`src/ulm_pkg.sv`:
```
package ulm_pkg;
   localparam logic [2:0] OFS_DATA = 3'h0;
   localparam logic [2:0] OFS_DIV_HIGH = 3'h1;
   localparam logic [2:0] OFS_LINE_FORMAT = 3'h3;
   localparam logic [2:0] OFS_MODEM_OUT = 3'h4;
   localparam logic [2:0] OFS_LINE_FLAGS = 3'h5;
   localparam logic [7:0] LINE_FORMAT_RST = 8'h00;
   localparam logic [7:0] MODEM_OUT_RST = 8'h00;
   localparam logic [7:0] DIV_LOW_RST = 8'h01;
   localparam logic [7:0] DIV_HIGH_RST = 8'h00;
   localparam int LF_WLEN_LO = 0;
   localparam int LF_STOP = 2;
   localparam int LF_PAR_EN = 3;
   localparam int LF_PAR_EVEN = 4;
   localparam int LF_PAR_FORCE = 5;
   localparam int LF_BREAK = 6;
   localparam int LF_DIV_SEL = 7;
   localparam int MO_TERM_READY = 0;
   localparam int MO_REQ_SEND = 1;
   localparam int MO_RING = 2;
   localparam int MO_AUX_INT = 3;
   localparam int MO_LOOP = 4;
   localparam int MO_XON_ANY = 5;
   localparam int MO_PRESCALE = 7;
   localparam int LS_READY = 0;
   localparam int LS_OVERRUN = 1;
   localparam int LS_PARITY = 2;
   localparam logic [5:0] TICKS_ONE_STOP = 6'd16;
   localparam logic [5:0] TICKS_HALF_MORE = 6'd24;
   localparam logic [5:0] TICKS_TWO_STOP = 6'd32;
   localparam logic [3:0] TICK_LAST = 4'hF;
   localparam logic [1:0] PRESCALE_LAST = 2'h3;
   localparam logic [1:0] TRIG_TAB_A = 2'h0;
   localparam logic [1:0] TRIG_TAB_B = 2'h1;
   localparam logic [1:0] TRIG_TAB_C = 2'h2;
   localparam logic [1:0] TRIG_TAB_D = 2'h3;

   function automatic logic [2:0] last_bit(input logic [1:0] wl);
      last_bit = {1'b1, wl} ;
   endfunction : last_bit

   function automatic logic parity_bit(input logic [7:0] d, input logic [7:0] lf);
      logic [7:0] m;
      m = d & (8'hFF >> (3'h3 - {1'b0, lf[1:0]}));
      if (lf[LF_PAR_FORCE]) begin
         parity_bit = ~lf[LF_PAR_EVEN];
      end else begin
         parity_bit = lf[LF_PAR_EVEN] ? (^m) : ~(^m);
      end
   endfunction : parity_bit

   // Fixed trigger levels; table D is handled by the caller.
   function automatic logic [7:0] trig_level(input logic [1:0] tab, input logic [1:0] sel,
                                             input logic is_tx);
      logic [7:0] v;
      v = 8'h01;
      case (tab)
         TRIG_TAB_B: begin
            if (is_tx) v = (sel == 2'h0) ? 8'h10 : (sel == 2'h1) ? 8'h08 :
                           (sel == 2'h2) ? 8'h18 : 8'h1E;
            else v = (sel == 2'h0) ? 8'h08 : (sel == 2'h1) ? 8'h10 :
                     (sel == 2'h2) ? 8'h18 : 8'h1C;
         end
         TRIG_TAB_C: begin
            if (is_tx) v = (sel == 2'h0) ? 8'h08 : (sel == 2'h1) ? 8'h10 :
                           (sel == 2'h2) ? 8'h20 : 8'h38;
            else v = (sel == 2'h0) ? 8'h08 : (sel == 2'h1) ? 8'h10 :
                     (sel == 2'h2) ? 8'h38 : 8'h3C;
         end
         default: begin
            if (!is_tx) v = (sel == 2'h0) ? 8'h01 : (sel == 2'h1) ? 8'h04 :
                            (sel == 2'h2) ? 8'h08 : 8'h0E;
         end
      endcase
      trig_level = v;
   endfunction : trig_level
endpackage : ulm_pkg

```
`src/ulm_line_modem_control.sv`:
```
`timescale 1ns/100ps
module ulm_line_modem_control #(
   parameter int DEPTH = 64
) (
   input wire logic clk,
   input wire logic rstn,
   input wire logic cs,
   input wire logic [2:0] addr,
   input wire logic wr_stb,
   input wire logic rd_stb,
   input wire logic [7:0] wdata,
   output logic [7:0] rdata,
   input wire logic enh_func_en,
   input wire logic hw_flow_en,
   input wire logic half_duplex_dir_en,
   input wire logic sw_flow_en,
   input wire logic [1:0] trig_table_sel,
   input wire logic trig_dir_tx,
   input wire logic [7:0] programmable_trigger_level,
   input wire logic [1:0] tx_trig_sel,
   input wire logic [1:0] rx_trig_sel,
   input wire logic rx_valid,
   input wire logic [7:0] rx_data,
   input wire logic rx_par_bit,
   input wire logic rx_is_flow_char,
   input wire logic tx_halt,
   output logic txd,
   output logic rts_n,
   output logic dtr_n,
   output logic aux_output_two_n,
   output logic int_out,
   output logic int_oe,
   output logic loop_cts,
   output logic loop_dsr,
   output logic ring_indicator_n,
   output logic loop_cd,
   output logic tx_resume,
   output logic baud16_tick,
   output logic [7:0] rx_trig_level,
   output logic [7:0] tx_trig_level
);
   localparam int AW = $clog2(DEPTH);
   localparam logic [AW:0] FULL_CNT = DEPTH[AW:0];

   typedef struct packed {
      logic [7:0] line_format_control;
      logic [7:0] modem_output_control;
      logic [7:0] div_low;
      logic [7:0] divisor_high;
      logic [1:0] pre;
      logic [15:0] bcnt;
      logic tick;
      logic [DEPTH-1:0][8:0] q;
      logic [AW-1:0] wp;
      logic [AW-1:0] rp;
      logic [AW:0] cnt;
      logic ovr;
      logic lsr_int;
      logic [7:0] rdata;
      logic [7:0] thr;
      logic thr_v;
      logic load;
      logic rts_n;
      logic dtr_n;
      logic aux2_n;
      logic int_out;
      logic int_oe;
      logic loop_cts;
      logic loop_dsr;
      logic loop_ri_n;
      logic loop_cd;
      logic resume;
      logic [7:0] rx_trig;
      logic [7:0] tx_trig;
   } ulm_state_t;

   ulm_state_t s_r;
   ulm_state_t s_nxt;
   logic tx_busy;
   logic wr;
   logic rd;
   logic div_sel;
   logic pre_tick;
   logic push;
   logic pop;
   logic perr;
   logic head_perr;
   logic [7:0] rx_masked;
   logic [7:0] lf;
   logic [7:0] mo;
   logic [15:0] divisor;

   ulm_tx_serializer u_tx (
      .clk(clk),
      .rstn(rstn),
      .tick16(s_r.tick),
      .load(s_r.load),
      .load_data(s_r.thr),
      .line_format(s_r.line_format_control),
      .txd(txd),
      .busy(tx_busy)
   );

   always_comb begin
      s_nxt = s_r;
      lf = s_r.line_format_control;
      mo = s_r.modem_output_control;
      wr = cs & wr_stb;
      rd = cs & rd_stb;
      div_sel = lf[ulm_pkg::LF_DIV_SEL];
      divisor = {s_r.divisor_high, s_r.div_low};

      // Baud reference: optional divide by four, then the divisor count.
      s_nxt.pre = s_r.pre + 2'h1;
      pre_tick = (enh_func_en & mo[ulm_pkg::MO_PRESCALE]) ?
                 (s_r.pre == ulm_pkg::PRESCALE_LAST) : 1'b1;
      s_nxt.tick = 1'b0;
      if (pre_tick && divisor != 16'h0000) begin
         if (s_r.bcnt >= divisor - 16'h0001) begin
            s_nxt.bcnt = 16'h0000;
            s_nxt.tick = 1'b1;
         end else begin
            s_nxt.bcnt = s_r.bcnt + 16'h0001;
         end
      end

      // Receive queue: masking to the word length keeps unused bits at zero.
      rx_masked = rx_data & (8'hFF >> (3'h3 - {1'b0, lf[1:0]}));
      perr = lf[ulm_pkg::LF_PAR_EN] &
             (rx_par_bit != ulm_pkg::parity_bit(rx_data, lf));
      s_nxt.resume = rx_valid & enh_func_en & mo[ulm_pkg::MO_XON_ANY];
      push = rx_valid & ~(sw_flow_en & rx_is_flow_char);
      pop = rd & ~div_sel & (addr == ulm_pkg::OFS_DATA) & (s_r.cnt != '0);
      if (push && s_r.cnt != FULL_CNT) begin
         s_nxt.q[s_r.wp] = {perr, rx_masked};
         s_nxt.wp = s_r.wp + 1'b1;
      end
      if (pop) begin
         s_nxt.rp = s_r.rp + 1'b1;
      end
      s_nxt.cnt = s_r.cnt + {{AW{1'b0}}, (push && s_r.cnt != FULL_CNT)} -
                  {{AW{1'b0}}, pop};
      head_perr = s_r.q[s_r.rp][8] & (s_r.cnt != '0);

      // Register writes.
      s_nxt.load = 1'b0;
      if (wr) begin
         case (addr)
            ulm_pkg::OFS_DATA: begin
               if (div_sel) begin
                  s_nxt.div_low = wdata;
               end else if (!s_r.thr_v) begin
                  // A write while the holding byte is still pending is dropped.
                  s_nxt.thr = wdata;
                  s_nxt.thr_v = 1'b1;
               end
            end
            ulm_pkg::OFS_DIV_HIGH: begin
               if (div_sel) s_nxt.divisor_high = wdata;
            end
            ulm_pkg::OFS_LINE_FORMAT: s_nxt.line_format_control = wdata;
            ulm_pkg::OFS_MODEM_OUT: s_nxt.modem_output_control = wdata;
            default: begin
            end
         endcase
      end
      if (s_r.thr_v && !tx_busy && !s_r.load && !tx_halt) begin
         s_nxt.load = 1'b1;
         s_nxt.thr_v = 1'b0;
      end

      // Register reads; the answer is registered one edge after the strobe.
      if (rd) begin
         case (addr)
            ulm_pkg::OFS_DATA: s_nxt.rdata = div_sel ? s_r.div_low :
                                             s_r.q[s_r.rp][7:0];
            ulm_pkg::OFS_DIV_HIGH: s_nxt.rdata = div_sel ? s_r.divisor_high : 8'h00;
            ulm_pkg::OFS_LINE_FORMAT: s_nxt.rdata = lf;
            ulm_pkg::OFS_MODEM_OUT: s_nxt.rdata = mo;
            ulm_pkg::OFS_LINE_FLAGS: s_nxt.rdata = {5'h00, head_perr, s_r.ovr,
                                                    (s_r.cnt != '0)};
            default: s_nxt.rdata = 8'h00;
         endcase
      end

      // Overrun and line-status interrupt: a new event beats the read that clears.
      if (rd && addr == ulm_pkg::OFS_LINE_FLAGS) begin
         s_nxt.ovr = 1'b0;
         s_nxt.lsr_int = 1'b0;
      end
      if (push && s_r.cnt == FULL_CNT) begin
         s_nxt.ovr = 1'b1;
         s_nxt.lsr_int = 1'b1;
      end
      if (push && s_r.cnt != FULL_CNT && perr) begin
         s_nxt.lsr_int = 1'b1;
      end

      // Modem outputs; in loopback the pins go inactive and the bits loop back.
      if (mo[ulm_pkg::MO_LOOP]) begin
         s_nxt.dtr_n = 1'b1;
         s_nxt.rts_n = 1'b1;
         s_nxt.aux2_n = 1'b1;
      end else begin
         s_nxt.dtr_n = ~mo[ulm_pkg::MO_TERM_READY];
         s_nxt.aux2_n = ~mo[ulm_pkg::MO_AUX_INT];
         if (half_duplex_dir_en) begin
            // Driver direction follows the transmitter, holding byte included.
            s_nxt.rts_n = ~(tx_busy | s_r.thr_v | s_r.load);
         end else if (hw_flow_en) begin
            s_nxt.rts_n = ~mo[ulm_pkg::MO_REQ_SEND] |
                          (s_r.cnt >= {1'b0, s_r.rx_trig});
         end else begin
            s_nxt.rts_n = ~mo[ulm_pkg::MO_REQ_SEND];
         end
      end
      s_nxt.loop_dsr = mo[ulm_pkg::MO_LOOP] & mo[ulm_pkg::MO_TERM_READY];
      s_nxt.loop_cts = mo[ulm_pkg::MO_LOOP] & mo[ulm_pkg::MO_REQ_SEND];
      s_nxt.loop_ri_n = ~(mo[ulm_pkg::MO_LOOP] & mo[ulm_pkg::MO_RING]);
      s_nxt.loop_cd = mo[ulm_pkg::MO_LOOP] & mo[ulm_pkg::MO_AUX_INT];
      // The alternate host bus needs the enable kept low by software.
      s_nxt.int_oe = mo[ulm_pkg::MO_AUX_INT];
      s_nxt.int_out = s_r.lsr_int;

      // Trigger levels; table D takes the programmable value for one direction.
      if (trig_table_sel == ulm_pkg::TRIG_TAB_D) begin
         if (trig_dir_tx) s_nxt.tx_trig = programmable_trigger_level;
         else s_nxt.rx_trig = programmable_trigger_level;
      end else begin
         s_nxt.tx_trig = ulm_pkg::trig_level(trig_table_sel, tx_trig_sel, 1'b1);
         s_nxt.rx_trig = ulm_pkg::trig_level(trig_table_sel, rx_trig_sel, 1'b0);
      end
   end

   always_ff @(posedge clk or negedge rstn) begin
      if (!rstn) begin
         s_r <= '0;
         s_r.line_format_control <= ulm_pkg::LINE_FORMAT_RST;
         s_r.modem_output_control <= ulm_pkg::MODEM_OUT_RST;
         s_r.div_low <= ulm_pkg::DIV_LOW_RST;
         s_r.divisor_high <= ulm_pkg::DIV_HIGH_RST;
         s_r.rts_n <= 1'b1;
         s_r.dtr_n <= 1'b1;
         s_r.aux2_n <= 1'b1;
         s_r.loop_ri_n <= 1'b1;
         s_r.rx_trig <= 8'h01;
         s_r.tx_trig <= 8'h01;
      end else begin
         s_r <= s_nxt;
      end
   end

   assign rdata = s_r.rdata;
   assign rts_n = s_r.rts_n;
   assign dtr_n = s_r.dtr_n;
   assign aux_output_two_n = s_r.aux2_n;
   assign int_out = s_r.int_out;
   assign int_oe = s_r.int_oe;
   assign loop_cts = s_r.loop_cts;
   assign loop_dsr = s_r.loop_dsr;
   assign ring_indicator_n = s_r.loop_ri_n;
   assign loop_cd = s_r.loop_cd;
   assign tx_resume = s_r.resume;
   assign baud16_tick = s_r.tick;
   assign rx_trig_level = s_r.rx_trig;
   assign tx_trig_level = s_r.tx_trig;
endmodule : ulm_line_modem_control

```
`src/ulm_tx_serializer.sv`:
```
`timescale 1ns/100ps
module ulm_tx_serializer (
   input wire logic clk,
   input wire logic rstn,
   input wire logic tick16,
   input wire logic load,
   input wire logic [7:0] load_data,
   input wire logic [7:0] line_format,
   output logic txd,
   output logic busy
);
   typedef enum logic [2:0] {ST_IDLE, ST_START, ST_DATA, ST_PAR, ST_STOP} ulm_tx_st_t;
   typedef struct packed {
      ulm_tx_st_t st;
      logic [5:0] tcnt;
      logic [2:0] bidx;
      logic [7:0] sh;
      logic par;
      logic txd;
      logic busy;
   } ulm_tx_state_t;

   ulm_tx_state_t s_r;
   ulm_tx_state_t s_nxt;
   logic line;
   logic [5:0] stop_ticks;

   always_comb begin
      s_nxt = s_r;
      line = 1'b1;
      stop_ticks = !line_format[ulm_pkg::LF_STOP] ? ulm_pkg::TICKS_ONE_STOP :
                   (line_format[1:0] == 2'h0) ? ulm_pkg::TICKS_HALF_MORE : ulm_pkg::TICKS_TWO_STOP;
      case (s_r.st)
         ST_IDLE: begin
            if (load) begin
               s_nxt.st = ST_START;
               s_nxt.sh = load_data;
               s_nxt.par = ulm_pkg::parity_bit(load_data, line_format);
               s_nxt.tcnt = 6'd0;
               s_nxt.bidx = 3'd0;
            end
         end
         ST_START: begin
            line = 1'b0;
            if (tick16) begin
               s_nxt.tcnt = s_r.tcnt + 6'd1;
               if (s_r.tcnt[3:0] == ulm_pkg::TICK_LAST) begin
                  s_nxt.st = ST_DATA;
                  s_nxt.tcnt = 6'd0;
               end
            end
         end
         ST_DATA: begin
            line = s_r.sh[0];
            if (tick16) begin
               s_nxt.tcnt = s_r.tcnt + 6'd1;
               if (s_r.tcnt[3:0] == ulm_pkg::TICK_LAST) begin
                  s_nxt.tcnt = 6'd0;
                  s_nxt.sh = {1'b0, s_r.sh[7:1]};
                  s_nxt.bidx = s_r.bidx + 3'd1;
                  if (s_r.bidx == ulm_pkg::last_bit(line_format[1:0])) begin
                     s_nxt.st = line_format[ulm_pkg::LF_PAR_EN] ? ST_PAR : ST_STOP;
                  end
               end
            end
         end
         ST_PAR: begin
            line = s_r.par;
            if (tick16) begin
               s_nxt.tcnt = s_r.tcnt + 6'd1;
               if (s_r.tcnt[3:0] == ulm_pkg::TICK_LAST) begin
                  s_nxt.st = ST_STOP;
                  s_nxt.tcnt = 6'd0;
               end
            end
         end
         ST_STOP: begin
            if (tick16) begin
               s_nxt.tcnt = s_r.tcnt + 6'd1;
               if (s_r.tcnt == stop_ticks - 6'd1) begin
                  s_nxt.st = ST_IDLE;
               end
            end
         end
         default: begin
            s_nxt.st = ST_IDLE;
         end
      endcase
      // Break overrides the frame but the frame keeps its timing underneath.
      s_nxt.txd = line_format[ulm_pkg::LF_BREAK] ? 1'b0 : line;
      s_nxt.busy = (s_nxt.st != ST_IDLE);
   end

   always_ff @(posedge clk or negedge rstn) begin
      if (!rstn) begin
         s_r <= '{st: ST_IDLE, tcnt: 6'd0, bidx: 3'd0, sh: 8'h00, par: 1'b0,
                  txd: 1'b1, busy: 1'b0};
      end else begin
         s_r <= s_nxt;
      end
   end

   assign txd = s_r.txd;
   assign busy = s_r.busy;
endmodule : ulm_tx_serializer

```
`config.mk`:
```
export PLATFORM = sky130hd
export DESIGN_NAME = ulm_line_modem_control
export DESIGN_NICKNAME = d
export VERILOG_FILES = /design/src/ulm_pkg.sv /design/src/ulm_line_modem_control.sv /design/src/ulm_tx_serializer.sv
export SDC_FILE = /design/constraint.sdc
export NUM_CORES = 1
export LEC_CHECK = 0
export ABC_AREA = 1
export CORE_ASPECT_RATIO = 0.9
export CORE_MARGIN = 10
export CORE_UTILIZATION = 45
export DETAILED_ROUTE_END_ITERATION = 8
export DONT_BUFFER_PORTS = 1
export HOLD_SLACK_MARGIN = 0.03
export PLACE_DENSITY_LB_ADDON = 0.12
export SYNTH_ARGS = -nofsm -noshare
export SYNTH_HDL_FRONTEND = slang
export SYNTH_SLANG_ARGS = --single-unit
```
`constraint.sdc`:
```
create_clock -name clk -period 3.45 [get_ports clk]
set_clock_uncertainty 0.15 [all_clocks]
set_input_delay 0.345 -clock clk [delete_from_list [all_inputs] [get_ports clk]]
set_output_delay 0.345 -clock clk [all_outputs]
set_load 0.02 [all_outputs]
```
==> results.toml <==
[critical_path]
required_ps = 3860
startpoint_type = "primary input"
critical_path_class = "primary input to flip-flop"
end_kind = "flip-flop"
cp.arrival_ps = 3580
crit_path_max_fanout = 16

[sta]
worstMarginPinSlew_ps = 2500
setup_violations = 0
timing.fmax_mhz = 315
hold_ws_ps = -679
fin_setup_tns_ps = 0
post-route-period-util_pct = 92.0
slew_headroom_pct = -66.5
slew_violations = 281
layout_min_cycle_time_ps = 3180
hold_violations = 707

[final_layout]
num-nets-final = 4472
final_common_cell = "nand2_1"
seqCellArea_sq_um = 17900
layout_common_cells = "nand2_1, dfrtp_1, o21ai_0"
multi_input_area_sq_um = 14200
diodes = 0
area_delta_synth_final_pct = 11.6
drive_gt1_share_pct = 6.40
fillers = 7529

[power]
peakVddDrop_mv = 0.471
sequentialPowerShare_pct = 37.6
p_int_w = 0.0193
p_sw_w = 0.0128
p_comb_share_pct = 36.1
clockPowerShare_pct = 26.3
switching_share_pct = 39.8
p_per_area_nw_per_um2 = 823
leakage_nw = 18.2

[global_routing]
grt_usage_pct = 23.5
grt_overflow = 0
grt_pass1_vias = 27200
grt_max_degree = 716
antenna_found_initial = 0
grt_pass1_wl_um = 166000

[synthesis]
syn_area_sq_um = 34900
syn_inst = 4437
synthDistinctLibCells = 48
synth-seq-cells = 715
avgSynthCellArea_sq_um = 7.87
synth.top_cell.area_share_pct = 50.7
synth_nets = 4532
seq_area_frac_synth_pct = 51.3
yosys_warnings = 0
yosys_most_used_dff = "dfrtp_1"
async_reset_ff_share_pct = 100
synth.largest_area_cell = "dfrtp_1"
synth_edf_count = 0
yosys-top-cells-area = "dfrtp_1, nand2_1, o21ai_0"

[drt]
routed_via_density = 5.35
drtAntennaViolNets = 0
post_drt_wl_per_cell_um = 19.4
post-route-drc-count = 0
vias = 29300
routed_wl_um = 106000
drt_iter0_markers = 3126
drtPass1Iterations = 6

[run]
drv_cap = 0

[cts]
cts-root-buf = "clkbuf_16"
clk-insertion-delay-late_ps = 650
clockBufferDepth = 3
cts_buffers = 80
postCtsHoldBufs = 58
cts.clk_slew.worst_paths_ps = 60
htreeDepth = 3
cts_sinks = 715
cts_tree = "built"

[worst_hold_path]
hold_path.class = "primary input to async pin"

[floorplanning]
rows = 96
die_w_um = 314
fp.dieH_um = 284
ios = 83
coreArea_sq_um = 76500
initial_core_util_pct = 45.6
fp.dieArea_sq_um = 89100

[outcome]
status = "finished, violations left"
violations = "negative hold slack, max-slew violations"

[placement]
place.gp.congestion = 0.897
port-buffer-count = 0
dpl.hpwl_um = 65800
[layout make-up]
type | instances | area share, %
clock buffer | 120 | 6.15
clock inverter | 25 | 0.453
inverter | 415 | 4.04
multi-input combinational | 3025 | 36.4
sequential | 715 | 46.0
tap | 1029 | 3.31
timing repair buffer | 140 | 3.68
[cells in the mapped netlist (2+ instances only)]
master	instances
nand3_2	3
nand4_1	5
o21ai_0	687
nor2_2	8
nand3_1	338
o22ai_1	6
buf_2	86
buf_4	24
o221ai_1	2
o2111ai_1	2
nand2_1	1228
clkbuf_1	145
clkinv_1	6
a22o_1	2
a221oi_1	3
dfstp_2	8
nor2_1	357
ha_1	47
inv_2	13
buf_6	11
nand2_2	3
o21ai_1	26
o21bai_1	2
nand3b_1	2
a211oi_1	3
a21oi_1	111
nor3_2	3
xor2_1	39
inv_1	395
buf_1	16
a31oi_1	8
nor3_1	22
dfrtp_1	707
nor4_1	7
o211ai_1	75
xnor2_1	17
a22oi_1	6
and3_1	4
[cell families (layout without fill, tap and decap cells)]
logic type | after synthesis | in the layout | share of synthesized area (%)
flops | 715 | 715 | 51.3
simple gates | 1984 | 1984 | 23.0
xor+xnor | 56 | 56 | 1.41
buf+inv | 697 | 700 | 8.31
compound gates | 937 | 937 | 14.2
fa+ha+maj | 48 | 48 | 1.74
[worst max-delay path: stages]
cell and delay [ps]:
dlygate4sd3_1 540, nand2_1 60, dlygate4sd3_1 540, nand2_1 110, inv_1 170, nand2_4 70, buf_4 240, nor2_1 150
inv_2 80, nor2_2 490, nand2_1 100, dlygate4sd3_1 580, o21ai_0 70
[per-layer routing]
metal	wire length, um	part of all wire (%)	global-route usage [%]	vias up
met4	2100	2.0	5.31	0
met2	45800	43	34.6	825
met5	0	0	0	-
met3	6760	6.4	3.80	133
li1	-	-	-	14200
met1	51400	48	35.8	14100
[worst paths after layout]
kind / start / endpoint / slack (ps) / depth (start not counted)
max: rx_is_flow_char / s_r[312]$_DFFE_PN0P_ / 270 / 13
min: rstn / s_r[443]$_DFFE_PN0P_ / -680 / 0
max reg2reg: divisor[0]$_DFFE_PN1P_ / s_r[655]$_DFFE_PN0P_ / 290 / 20
min reg2reg: s_nxt[22]$_DFFE_PN0P_ / int_out$_DFF_PN0_ / 240 / 0
max in group asynchronous: rstn / s_r[560]$_DFFE_PN0P_ / 1900 / 0
min in group clk: rx_data[3] / s_r[635]$_DFFE_PN0P_ / 50 / 2
[registers in the layout (all words and copies together) (netlist names), 8 cells and up]
| register | flops |
|---|---|
| s_r | 624 |
| mo | 8 |
| tx_trig_level | 8 |
| lf | 8 |
| rdata | 8 |
| u_tx.s_r | 21 |
| rx_trig_level | 8 |
| divisor | 16 |
[through the flow]
| step | cells | worst slack, ps | utilization (%) | instance area [sq um] | total power [W] |
|---|---|---|---|---|---|
| 2_1_floorplan | 4437 | 379 | - | 34900 | 0.0195 |
| 3_3_place_gp | 5265 | 166 | 46.6 | 35700 | 0.0233 |
| 3_5_place_dp | 5265 | 61.6 | 46.6 | 35700 | 0.0234 |
| 4_1_cts | 5468 | 46.7 | 50.8 | 38900 | 0.0321 |
| 5_1_grt | 5469 | -52.4 | 50.9 | 38900 | 0.0342 |
| 6_report | 5469 | 275 | 50.9 | 38900 | 0.0321 |
[what timing repair did]
action / in CTS / in global routing
setup buffers: 0 / 1
endpoints found under the setup margin: 0 / 19
hold endpoints to repair: 883 / 715
gates resized for setup: 0 / 18
[power groups by stage]
stage	combinational [W]	sequential, W	clock (W)
3_5_place_dp	0.0113	0.0122	0
5_1_grt	0.0129	0.0123	0.00894
3_3_place_gp	0.0112	0.0121	0
2_1_floorplan	0.00790	0.0116	0
4_1_cts	0.0114	0.0120	0.00859
6_report	0.0116	0.0121	0.00844
No activity file was read; power rests on OpenSTA's default activity.
